$ cat config.mk
export PLATFORM = sky130hd
export DESIGN_NAME = punch_station_ctrl
export DESIGN_NICKNAME = d
export VERILOG_FILES = /design/src/punch_station_pkg.sv /design/src/punch_station_engine.sv /design/src/punch_station_ctrl.sv
export VERILOG_INCLUDE_DIRS = /design/src
export SDC_FILE = /design/constraint.sdc
export NUM_CORES = 1
export LEC_CHECK = 0
export BUFFER_PORTS_ARGS = -buffer_cell sky130_fd_sc_hd__buf_4
export CAP_MARGIN = 30
export CORE_ASPECT_RATIO = 0.5
export CORE_UTILIZATION = 30
export DETAILED_ROUTE_END_ITERATION = 16
export PLACE_DENSITY_LB_ADDON = 0.3
export SLEW_MARGIN = 15
export SYNTH_ARGS = -nofsm -noshare
export SYNTH_HDL_FRONTEND = slang
export SYNTH_HIERARCHICAL = 1
export SYNTH_SLANG_ARGS = --single-unit
export TNS_END_PERCENT = 20
$ cat constraint.sdc
create_clock -name aclk -period 2.2 [get_ports aclk]
set_input_delay 0.33 -clock aclk [delete_from_list [all_inputs] [get_ports aclk]]
set_output_delay 0.33 -clock aclk [all_outputs]
set_load 0.02 [all_outputs]
$ cat src/punch_station_defines.svh
`ifndef PUNCH_STATION_DEFINES_SVH
`define PUNCH_STATION_DEFINES_SVH
// Purpose: constants of the punch station controller
// Assumes: word-aligned AXI4-Lite register map, 32-bit data
// Notes: station numbers, function bits and status bits of the host port

`define ST_PUNCH_ST0 2'h0
`define ST_PUNCH_ST2 2'h2
`define ST_PUNCH_ST3 2'h3

// function word bits
`define FN_CLEAR_INT 0
`define FN_DATA_INT 1
`define FN_DONE_INT 2
`define FN_ALARM_INT 3
`define FN_CLEAR_CTRL 4
`define FN_FEED 5
`define FN_DEFINED_MASK 12'h03f

// level 1 status bits
`define S1_READY 0
`define S1_BUSY 1
`define S1_INT 2
`define S1_DATA 3
`define S1_DONE 4
`define S1_ALARM 5
`define S1_LOST 6

`define COLUMNS_PER_CARD 7'h50

// register byte offsets
`define REG_CMD 12'h000
`define REG_ANSWER 12'h004
`define REG_IRQ_STATUS 12'h008
`define REG_IRQ_MASK 12'h00c
`define REG_LEVEL1 12'h010
`define REG_LEVEL2 12'h014
`define REG_COLUMN 12'h018

// cmd register fields
`define CMD_KIND_LSB 16
`define CMD_STATION_LSB 20

// answer register bits
`define ANS_REPLY 0
`define ANS_REJECT 1
`define ANS_DONE 2

// irq status bits
`define IRQ_DATA 0
`define IRQ_DONE 1
`define IRQ_ALARM 2
`define IRQ_COUNT 3
`endif

$ cat src/punch_station_pkg.sv
// Purpose: types shared by the punch station controller
// Assumes: nothing beyond the defines header
// Notes: request kinds and carriers
package punch_station_pkg;
    typedef enum logic [1:0] {
        req_status1 = 2'h0,
        req_status2 = 2'h1,
        req_function = 2'h3,
        req_output = 2'h2
    } req_kind_e;

    typedef struct packed {
        req_kind_e kind;
        logic [1:0] station;
        logic [11:0] word;
    } host_req_s;

    typedef struct packed {
        logic reply;
        logic reject;
        logic [11:0] data;
    } host_ans_s;
endpackage

$ cat src/punch_station_engine.sv
// Purpose: station decode, status and interrupt logic of the punch part
// Assumes: one request pulse at a time, answered in the next cycle
// Notes: an unanswered request is seen by the host as an internal reject
`include "punch_station_defines.svh"
module punch_station_engine (
    input wire logic aclk,
    input wire logic aresetn,
    input wire logic req_valid,
    input wire punch_station_pkg::host_req_s req,
    input wire logic column_taken,
    output punch_station_pkg::host_ans_s ans,
    output logic ans_valid,
    output logic [6:0] level1,
    output logic [11:0] level2,
    output logic [2:0] int_pulse,
    output logic [6:0] column_count
);
    typedef struct packed {
        punch_station_pkg::host_ans_s ans;
        logic ans_valid;
        logic data_sel;
        logic done_sel;
        logic alarm_sel;
        logic int_flag;
        logic busy;
        logic done;
        logic [11:0] level2;
        logic [2:0] int_pulse;
        logic [6:0] cols;
    } state_s;

    state_s r;
    state_s next_r;

    always_comb begin
        next_r = r;
        next_r.ans = '0;
        next_r.ans_valid = 1'b0;
        next_r.int_pulse = 3'h0;
        if (column_taken && r.busy) begin
            if (r.cols == `COLUMNS_PER_CARD - 7'h01) begin
                next_r.busy = 1'b0;
                next_r.done = 1'b1;
                // count holds a full card so software can verify it until the next feed or clear controller
                next_r.cols = `COLUMNS_PER_CARD;
                if (r.done_sel) begin
                    next_r.int_flag = 1'b1;
                    next_r.int_pulse[`IRQ_DONE] = 1'b1;
                end
            end else begin
                next_r.cols = r.cols + 7'h01;
            end
        end
        if (req_valid) begin
            unique case (req.kind)
                punch_station_pkg::req_status1, punch_station_pkg::req_status2: begin
                    if (req.station == `ST_PUNCH_ST0 || req.station == `ST_PUNCH_ST3) begin
                        next_r.ans_valid = 1'b1;
                        next_r.ans.reply = 1'b1;
                        next_r.ans.data = 12'h001;
                    end else if (req.station == `ST_PUNCH_ST2) begin
                        next_r.ans_valid = 1'b1;
                        next_r.ans.reply = 1'b1;
                        next_r.ans.data = (req.kind == punch_station_pkg::req_status2)
                            ? r.level2 : {5'h00, level1};
                    end
                end
                punch_station_pkg::req_function: begin
                    if (req.station == `ST_PUNCH_ST2 &&
                        !(req.word[`FN_FEED] && req.word[`FN_CLEAR_CTRL])) begin
                        next_r.ans_valid = 1'b1;
                        next_r.ans.reply = 1'b1;
                        // clear interrupts keeps data and ready
                        if (req.word[`FN_CLEAR_INT]) begin
                            next_r.int_flag = 1'b0;
                            next_r.data_sel = 1'b0;
                            next_r.done_sel = 1'b0;
                            next_r.alarm_sel = 1'b0;
                        end
                        if (req.word[`FN_CLEAR_CTRL]) begin
                            next_r.int_flag = 1'b0;
                            next_r.busy = 1'b0;
                            next_r.cols = 7'h00;
                        end
                        if (req.word[`FN_DONE_INT]) begin
                            next_r.done_sel = 1'b1;
                        end
                        if (req.word[`FN_ALARM_INT]) begin
                            next_r.alarm_sel = 1'b1;
                        end
                        if (req.word[`FN_DATA_INT] && !r.busy) begin
                            next_r.data_sel = 1'b1;
                            next_r.int_flag = 1'b1;
                            next_r.int_pulse[`IRQ_DATA] = 1'b1;
                        end
                        if (req.word[`FN_FEED]) begin
                            next_r.busy = 1'b1;
                            next_r.done = 1'b0;
                            next_r.cols = 7'h00;
                        end
                    end else if (req.station == `ST_PUNCH_ST3) begin
                        next_r.ans_valid = 1'b1;
                        next_r.ans.reject = 1'b1;
                    end
                end
                punch_station_pkg::req_output: begin
                    if (req.station == `ST_PUNCH_ST2 && r.busy) begin
                        next_r.ans_valid = 1'b1;
                        next_r.ans.reply = 1'b1;
                    end else if (req.station == `ST_PUNCH_ST2) begin
                        next_r.ans_valid = 1'b1;
                        next_r.ans.reject = 1'b1;
                    end
                end
            endcase
        end
        if (!aresetn) begin
            next_r = '0;
        end
    end

    always_ff @(posedge aclk) begin
        r <= next_r;
    end

    assign ans = r.ans;
    assign ans_valid = r.ans_valid;
    assign level2 = r.level2;
    assign int_pulse = r.int_pulse;
    assign column_count = r.cols;
    // data requested whenever the punch is not mid-column
    assign level1 = {1'b0, 1'b0, r.done, !r.busy || !column_taken, r.int_flag, r.busy, 1'b1};
endmodule

$ cat src/punch_station_ctrl.sv
// Purpose: AXI4-Lite front end of the punch station controller
// Assumes: one write and one read outstanding at a time
// Notes: a write to the cmd register issues one host request
//
// Added by the designer: the AXI4-Lite slave port and the address map.
`include "punch_station_defines.svh"
module punch_station_ctrl (
    input wire logic aclk,
    input wire logic aresetn,
    input wire logic [11:0] s_axi_awaddr,
    input wire logic s_axi_awvalid,
    output logic s_axi_awready,
    input wire logic [31:0] s_axi_wdata,
    input wire logic [3:0] s_axi_wstrb,
    input wire logic s_axi_wvalid,
    output logic s_axi_wready,
    output logic [1:0] s_axi_bresp,
    output logic s_axi_bvalid,
    input wire logic s_axi_bready,
    input wire logic [11:0] s_axi_araddr,
    input wire logic s_axi_arvalid,
    output logic s_axi_arready,
    output logic [31:0] s_axi_rdata,
    output logic [1:0] s_axi_rresp,
    output logic s_axi_rvalid,
    input wire logic s_axi_rready,
    input wire logic column_taken,
    output logic [2:0] irq_line,
    output logic irq
);
    typedef struct packed {
        logic aw_done;
        logic w_done;
        logic [11:0] awaddr;
        logic [31:0] wdata;
        logic bvalid;
        logic [1:0] bresp;
        logic rvalid;
        logic [31:0] rdata;
        logic [1:0] rresp;
        logic req_valid;
        punch_station_pkg::host_req_s req;
        logic [2:0] answer;
        logic [11:0] ans_data;
        logic [`IRQ_COUNT:0] irq_status;
        logic [`IRQ_COUNT:0] irq_mask;
        logic [2:0] irq_line;
        logic irq;
    } state_s;

    state_s r;
    state_s next_r;
    punch_station_pkg::host_ans_s ans;
    logic ans_valid;
    logic [6:0] level1;
    logic [11:0] level2;
    logic [2:0] int_pulse;
    logic [6:0] column_count;
    logic card_error;

    punch_station_engine engine (
        .aclk(aclk),
        .aresetn(aresetn),
        .req_valid(r.req_valid),
        .req(r.req),
        .column_taken(column_taken),
        .ans(ans),
        .ans_valid(ans_valid),
        .level1(level1),
        .level2(level2),
        .int_pulse(int_pulse),
        .column_count(column_count)
    );

    assign card_error = column_taken && level1[`S1_DONE] && !level1[`S1_BUSY];

    always_comb begin
        logic [31:0] rd;
        logic [`IRQ_COUNT:0] ev;
        rd = 32'h0;
        ev = {card_error, int_pulse};
        next_r = r;
        next_r.req_valid = 1'b0;
        if (s_axi_awvalid && !r.aw_done) begin
            next_r.aw_done = 1'b1;
            next_r.awaddr = s_axi_awaddr;
        end
        if (s_axi_wvalid && !r.w_done) begin
            next_r.w_done = 1'b1;
            next_r.wdata = s_axi_wdata;
        end
        if (s_axi_bvalid && s_axi_bready) begin
            next_r.bvalid = 1'b0;
        end
        // engine answer is latched with the done bit set
        if (ans_valid) begin
            next_r.answer = {1'b1, ans.reject, ans.reply};
            next_r.ans_data = ans.data;
        end
        if (r.aw_done && r.w_done && !r.bvalid) begin
            next_r.aw_done = 1'b0;
            next_r.w_done = 1'b0;
            next_r.bvalid = 1'b1;
            next_r.bresp = 2'h0;
            unique case (r.awaddr)
                `REG_CMD: begin
                    next_r.req_valid = 1'b1;
                    next_r.req.word = r.wdata[11:0];
                    next_r.req.kind = punch_station_pkg::req_kind_e'(
                        r.wdata[`CMD_KIND_LSB +: 2]);
                    next_r.req.station = r.wdata[`CMD_STATION_LSB +: 2];
                    // no done bit and no reply is an internal reject
                    next_r.answer = 3'h0;
                end
                `REG_IRQ_STATUS: begin
                    next_r.irq_status = r.irq_status & ~r.wdata[`IRQ_COUNT:0];
                end
                `REG_IRQ_MASK: begin
                    if (s_axi_wstrb[0]) begin
                        next_r.irq_mask = r.wdata[`IRQ_COUNT:0];
                    end
                end
                default: begin
                    next_r.bresp = 2'h2;
                end
            endcase
        end
        // set wins over clear
        next_r.irq_status = next_r.irq_status | ev;
        if (s_axi_rvalid && s_axi_rready) begin
            next_r.rvalid = 1'b0;
        end
        if (s_axi_arvalid && !r.rvalid) begin
            next_r.rvalid = 1'b1;
            next_r.rresp = 2'h0;
            unique case (s_axi_araddr)
                `REG_ANSWER: rd = {17'h0, r.ans_data, r.answer};
                `REG_IRQ_STATUS: rd = {28'h0, r.irq_status};
                `REG_IRQ_MASK: rd = {28'h0, r.irq_mask};
                `REG_LEVEL1: rd = {25'h0, level1};
                `REG_LEVEL2: rd = {20'h0, level2};
                `REG_COLUMN: rd = {25'h0, column_count};
                `REG_CMD: rd = {30'h0, r.req_valid, 1'b0};
                default: next_r.rresp = 2'h2;
            endcase
            next_r.rdata = rd;
        end
        next_r.irq_line = next_r.irq_status[2:0] & next_r.irq_mask[2:0];
        next_r.irq = |(next_r.irq_status & next_r.irq_mask);
        if (!aresetn) begin
            next_r = '0;
        end
    end

    always_ff @(posedge aclk) begin
        r <= next_r;
    end

    assign s_axi_awready = !r.aw_done && !r.bvalid && aresetn;
    assign s_axi_wready = !r.w_done && !r.bvalid && aresetn;
    assign s_axi_bvalid = r.bvalid;
    assign s_axi_bresp = r.bresp;
    assign s_axi_arready = !r.rvalid && aresetn;
    assign s_axi_rvalid = r.rvalid;
    assign s_axi_rdata = r.rdata;
    assign s_axi_rresp = r.rresp;
    assign irq_line = r.irq_line;
    assign irq = r.irq;
endmodule

### After elaboration in Yosys (flattened, before gate mapping)

Index checks and enable logic that the tools add are counted.
W data, S select, Z words.

| word-level totals | value |
|---|---|
| register bits after elaboration | 135 |
| input bits | 68 |
| output and inout bits | 45 |
| word-level logic and storage cells | 162 |

| cells by class | value |
|---|---|
| add/sub/neg operators | 1 |
| equal/unequal tests | 14 |
| muxes and demuxes | 52 |
| bitwise operators | 9 |
| reduce and logical (&&, ||, !) cells | 52 |

Operators with widths:

| cell | count |
|---|---|
| $eq A12 B4 Y1 const B | 4 |
| $pmux W8 S6 | 1 |
| $eq A12 B5 Y1 const B | 3 |
| $mux W35 | 1 |
| $mux W8 | 4 |
| $mux W7 | 4 |
| $mux W13 | 2 |
| $logic_not A12 Y1 | 2 |
| $mux W21 | 1 |
| $mux W20 | 1 |
| $logic_and A1 B1 Y1 | 19 |
| $mux W1 | 18 |
| $mux W4 | 4 |
| $reduce_and A4 Y1 | 4 |
| $mux W15 | 1 |
| $eq A12 B3 Y1 const B | 1 |
| $mux W12 | 1 |
| $mux W3 | 4 |
| $mux W6 | 2 |
| $reduce_bool A2 Y1 | 5 |
| $and A4 B4 Y4 | 2 |
| $eq A2 B2 Y1 const B | 4 |
| $mux W2 | 4 |
| $add A7 B1 Y7 const B | 1 |
| other kinds (19) | 35 |

### Longest topological paths before layout

| depth | value |
|---|---|
| depth after elaboration | 9 |
| gate-level depth with buffers | 6 |
| depth with buffers taken out | 6 |

### Hierarchy

Netlist, hierarchy kept.

Modules (own cells, without submodules):

| module | instances | cells each | area each (µm²) | seq. area each (µm²) |
|---|---|---|---|---|
| punch_station_ctrl | 1 | 451 | 4202.8 | 1861.8 |
| punch_station_engine | 1 | 152 | 1327.5 | 420.4 |

### Least setup slack after synthesis

OpenSTA, ideal clock, no wires.

| path | value |
|---|---|
| kind | register to register |
| from | register r, in the netlist s_axi_bvalid |
| to | register r, in the netlist irq |
| setup time | 0.125 ns |
| data arrival time | 1.651 ns |
| data required time | 2.075 ns |
| slack | 0.424 ns |
| stages on the path, launching flop included | 7 |
| path buffers | 1 |
| period minus slack after synthesis | 1.776 ns |
| cells stage by stage | dfxtp_1 and3b_1 nand4_1 buf_6 o32ai_2 a21oi_1 o41a_1 |

| on the way | value |
|---|---|
| longest elaborated chain between the ends | 6 |

Ends and longest elaborated chain:

| what | RTL line | RTL |
|---|---|---|
| start: declaration | punch_station_ctrl.sv:51 | `state_s r;` |
| start signal: assignment | punch_station_ctrl.sv:156 | `r <= next_r;` |
| $logic_not A1 Y1 (*) | punch_station_ctrl.sv:100 | `if (r.aw_done && r.w_done && !r.bvalid) begin` |
| $logic_and A1 B1 Y1 (*) | punch_station_ctrl.sv:100 |  |
| $mux W8 (*) | punch_station_ctrl.sv:100 |  |
| $or A4 B4 Y4 | punch_station_ctrl.sv:129 | `next_r.irq_status = next_r.irq_status \| ev;` |
| $and A4 B4 Y4 (*) | punch_station_ctrl.sv:149 | `next_r.irq = \|(next_r.irq_status & next_r.irq_mask);` |
| $reduce_or A4 Y1 (*) | punch_station_ctrl.sv:149 |  |

Mark *: on every way between the ends. The rest lies on a longest branch, timed or not.
A chain may end at the register's enable or synchronous reset.

### Final worst setup path

| path | value |
|---|---|
| from | register r[119] (netlist bit) |
| to | register r, in the netlist irq |

| on the way | value |
|---|---|
| longest elaborated chain between the ends | 6 |
| elaborated cells on any way between the ends | 8 |
| classes of those cells | eq/ne (2); mux (3); bitwise (2); reduce/logical (1) |

Ends and longest elaborated chain:

| what | RTL line | RTL |
|---|---|---|
| $eq A12 B4 Y1 | punch_station_ctrl.sv:105 | `unique case (r.awaddr)` |
| $mux W4 | punch_station_ctrl.sv:105 |  |
| $mux W8 (*) | punch_station_ctrl.sv:100 |  |
| $or A4 B4 Y4 | punch_station_ctrl.sv:129 |  |
| $and A4 B4 Y4 (*) | punch_station_ctrl.sv:149 |  |
| $reduce_or A4 Y1 (*) | punch_station_ctrl.sv:149 |  |

Marks and branches as above.

==> results_dict.tcl <==
set metrics [dict create \
    switching_share_pct 23.4 \
    clk_path_buf_depth 2 \
    grt_pass1_wl_um 17000 \
    p_leak_nw 2.21 \
    comb_power_share_pct 8.6 \
    syn2layout_area_growth_pct 11.0 \
    root_buffer "clkbuf_16" \
    clock_skew_ps 8.61 \
    ir_drop_mv 0.345 \
    crit_arrival_ps 2200 \
    grt_max_degree 44 \
    worst_pin_slew_ps 657 \
    utilization_pct 34.4 \
    hold_end "r[126]$_SDFFE_PP0P_" \
    drt_iter0_drc 132 \
    start_util_pct 31.0 \
    path_max_fanout 11 \
    h-tree-depth 3 \
    layout-drive-gt1-share_pct 19.4 \
    grt_antenna_before_repair 0 \
    timing.rr.start "r[119]$_SDFFE_PN0P_" \
    die_h_um 94.4 \
    drv_slew 0 \
    grt_setup_unrepaired "no" \
    grt_pass1_vias 3262 \
    period_share_pct 89.8 \
    tns_ps 0 \
    avgSynthCellArea_um2 9.06 \
    num-fill-cells 1736 \
    cts-resized-gates 0 \
    antenna_left 0 \
    coreArea_um2 16500 \
    fmax_mhz 506 \
    pre_cts_slack_ps 236 \
    portBuffers 68 \
    r2r_cells 6 \
    crit_path_start_kind "flop" \
    finalWirelength_um 10500 \
    drtPass1Iterations 4 \
    clk_pin_slew_worst_paths_ps 70 \
    drc 0 \
    numCtsBuffers 9 \
    rr_endpoint "irq$_SDFF_PN0_" \
    worstSetupPathType "flop to flop" \
    gp_congestion 0.768 \
    grt_overflow_total 0 \
    whs_path_depth 3 \
    cts_hold_buffers 0 \
    post_cts_buffers 0 \
    hp-class "input pin to flop" \
    rows 33 \
    io_pins 113 \
    layout_setup_ws_ps 223 \
    endpoint_kind "flop" \
    seqPwrFrac_pct 50.0 \
    synth-warning-count 6 \
    cts.sink_count 101 \
    hold_ws_ps 209 \
    status "finished, final reports clean" \
    grt.total_usage_pct 12.3 \
    cts_tree "built" \
    cp-startpoint "r[119]$_SDFFE_PN0P_" \
    synth_area_um2 5120 \
    p_per_area_nw_per_um2 668 \
    setup_viol 0 \
    die_width_um 187 \
    synthCells 565 \
    pwr-share-clk_pct 41.5 \
    wl_per_cell_um 13.0 \
    internal_power_mw 2.91 \
    slew_headroom_pct 56.1 \
    viasPerCell 4.42 \
    dpl.hpwl_um 7780 \
    dieArea_um2 17600 \
    hold_viol_final 0 \
    cap_violations 0 \
    reg2reg_slack_ps 220 \
    hold_start "s_axi_wvalid" \
    vias 3596 \
    nets 656 \
    insertion_delay_ps 340 \
    layout_min_cycle_time_ps 1980 \
    switchingPower_mw 0.887 \
    n_antenna_cell 0 \
    critPathRequiredTime_ps 2420 \
]
layout make-up:
cell class / instances / area (um2) / share of cell area [%]
Clock inverter: 5 / 50.0 / 0.881
Sequential cell: 101 / 2020 / 35.6
Timing Repair Buffer: 76 / 571 / 10.0
Clock buffer: 11 / 243 / 4.27
Inverter: 11 / 43.8 / 0.771
Multi-Input combinational cell: 383 / 2470 / 43.4
Tap cell: 227 / 284 / 5.00
sequential cells by signal (all words and copies together), names as in the netlist:
signal / cells
r: 57
s_axi_bvalid: 1
s_axi_rresp: 1
engine/int_pulse: 2
engine/ans: 7
engine/ans_valid: 1
engine/column_count: 7
s_axi_rdata: 15
s_axi_rvalid: 1
engine/level1: 3
irq_line: 3
irq: 1
s_axi_bresp: 1
engine/r: 1
worst max-delay path by stage:
| stage | slack, ps | cells past startpoint | to |
|---|---|---|---|
| after floorplan | 420 | 6 | irq$_SDFF_PN0_ |
| after global placement | 220 | 6 | irq$_SDFF_PN0_ |
| after detailed placement | 240 | 6 | irq$_SDFF_PN0_ |
| after CTS | 210 | 6 | irq$_SDFF_PN0_ |
| after global routing | 100 | 6 | irq$_SDFF_PN0_ |
| final | 220 | 6 | irq$_SDFF_PN0_ |
routing by layer:
layer	wire length (um)	global-route usage [%]
met1	5710	17.4
met2	4200	17.8
met3	544	3.83
met4	88	3.69
met5	0	0
power groups by stage:
stage	sequential [mW]	clock (mW)	combinational, mW
floorplan	1.93	0	0.271
global placement	1.94	0	0.325
detailed placement	1.94	0	0.327
CTS	1.90	1.61	0.328
global route	1.90	1.69	0.359
finish	1.90	1.57	0.325
through the flow:
step	std cells	instance area [um2]	total power [mW]
floorplan	604	5270	2.20
global placement	798	5390	2.26
detailed placement	798	5390	2.26
CTS	814	5680	3.84
global route	814	5680	3.96
finish	814	5680	3.80
worst max-delay path, stage by stage (launching register included):
cell and delay [ps]:
dfxtp_1 320, nor4_2 360, nand4_1 140, buf_4 210, o32ai_2 340, a21oi_1 70, o41a_1 400
layout by cell type (no fill, tap or decap), drive strengths merged, types with 4 or more instances in the layout:
| cell | instances |
|---|---|
| a21boi | 29 |
| a21oi | 14 |
| a22o | 14 |
| and2 | 18 |
| and3 | 4 |
| buf | 76 |
| clkbuf | 11 |
| clkinv | 4 |
| conb | 42 |
| dfxtp | 101 |
| ha | 6 |
| inv | 11 |
| mux2 | 5 |
| mux2i | 29 |
| nand2 | 69 |
| nand2b | 10 |
| nand3 | 10 |
| nand4 | 9 |
| nor2 | 19 |
| nor2b | 31 |
| nor3b | 6 |
| o21ai | 16 |
| o22ai | 4 |
| o41ai | 4 |
No activity file was read; power rests on OpenSTA's default activity.
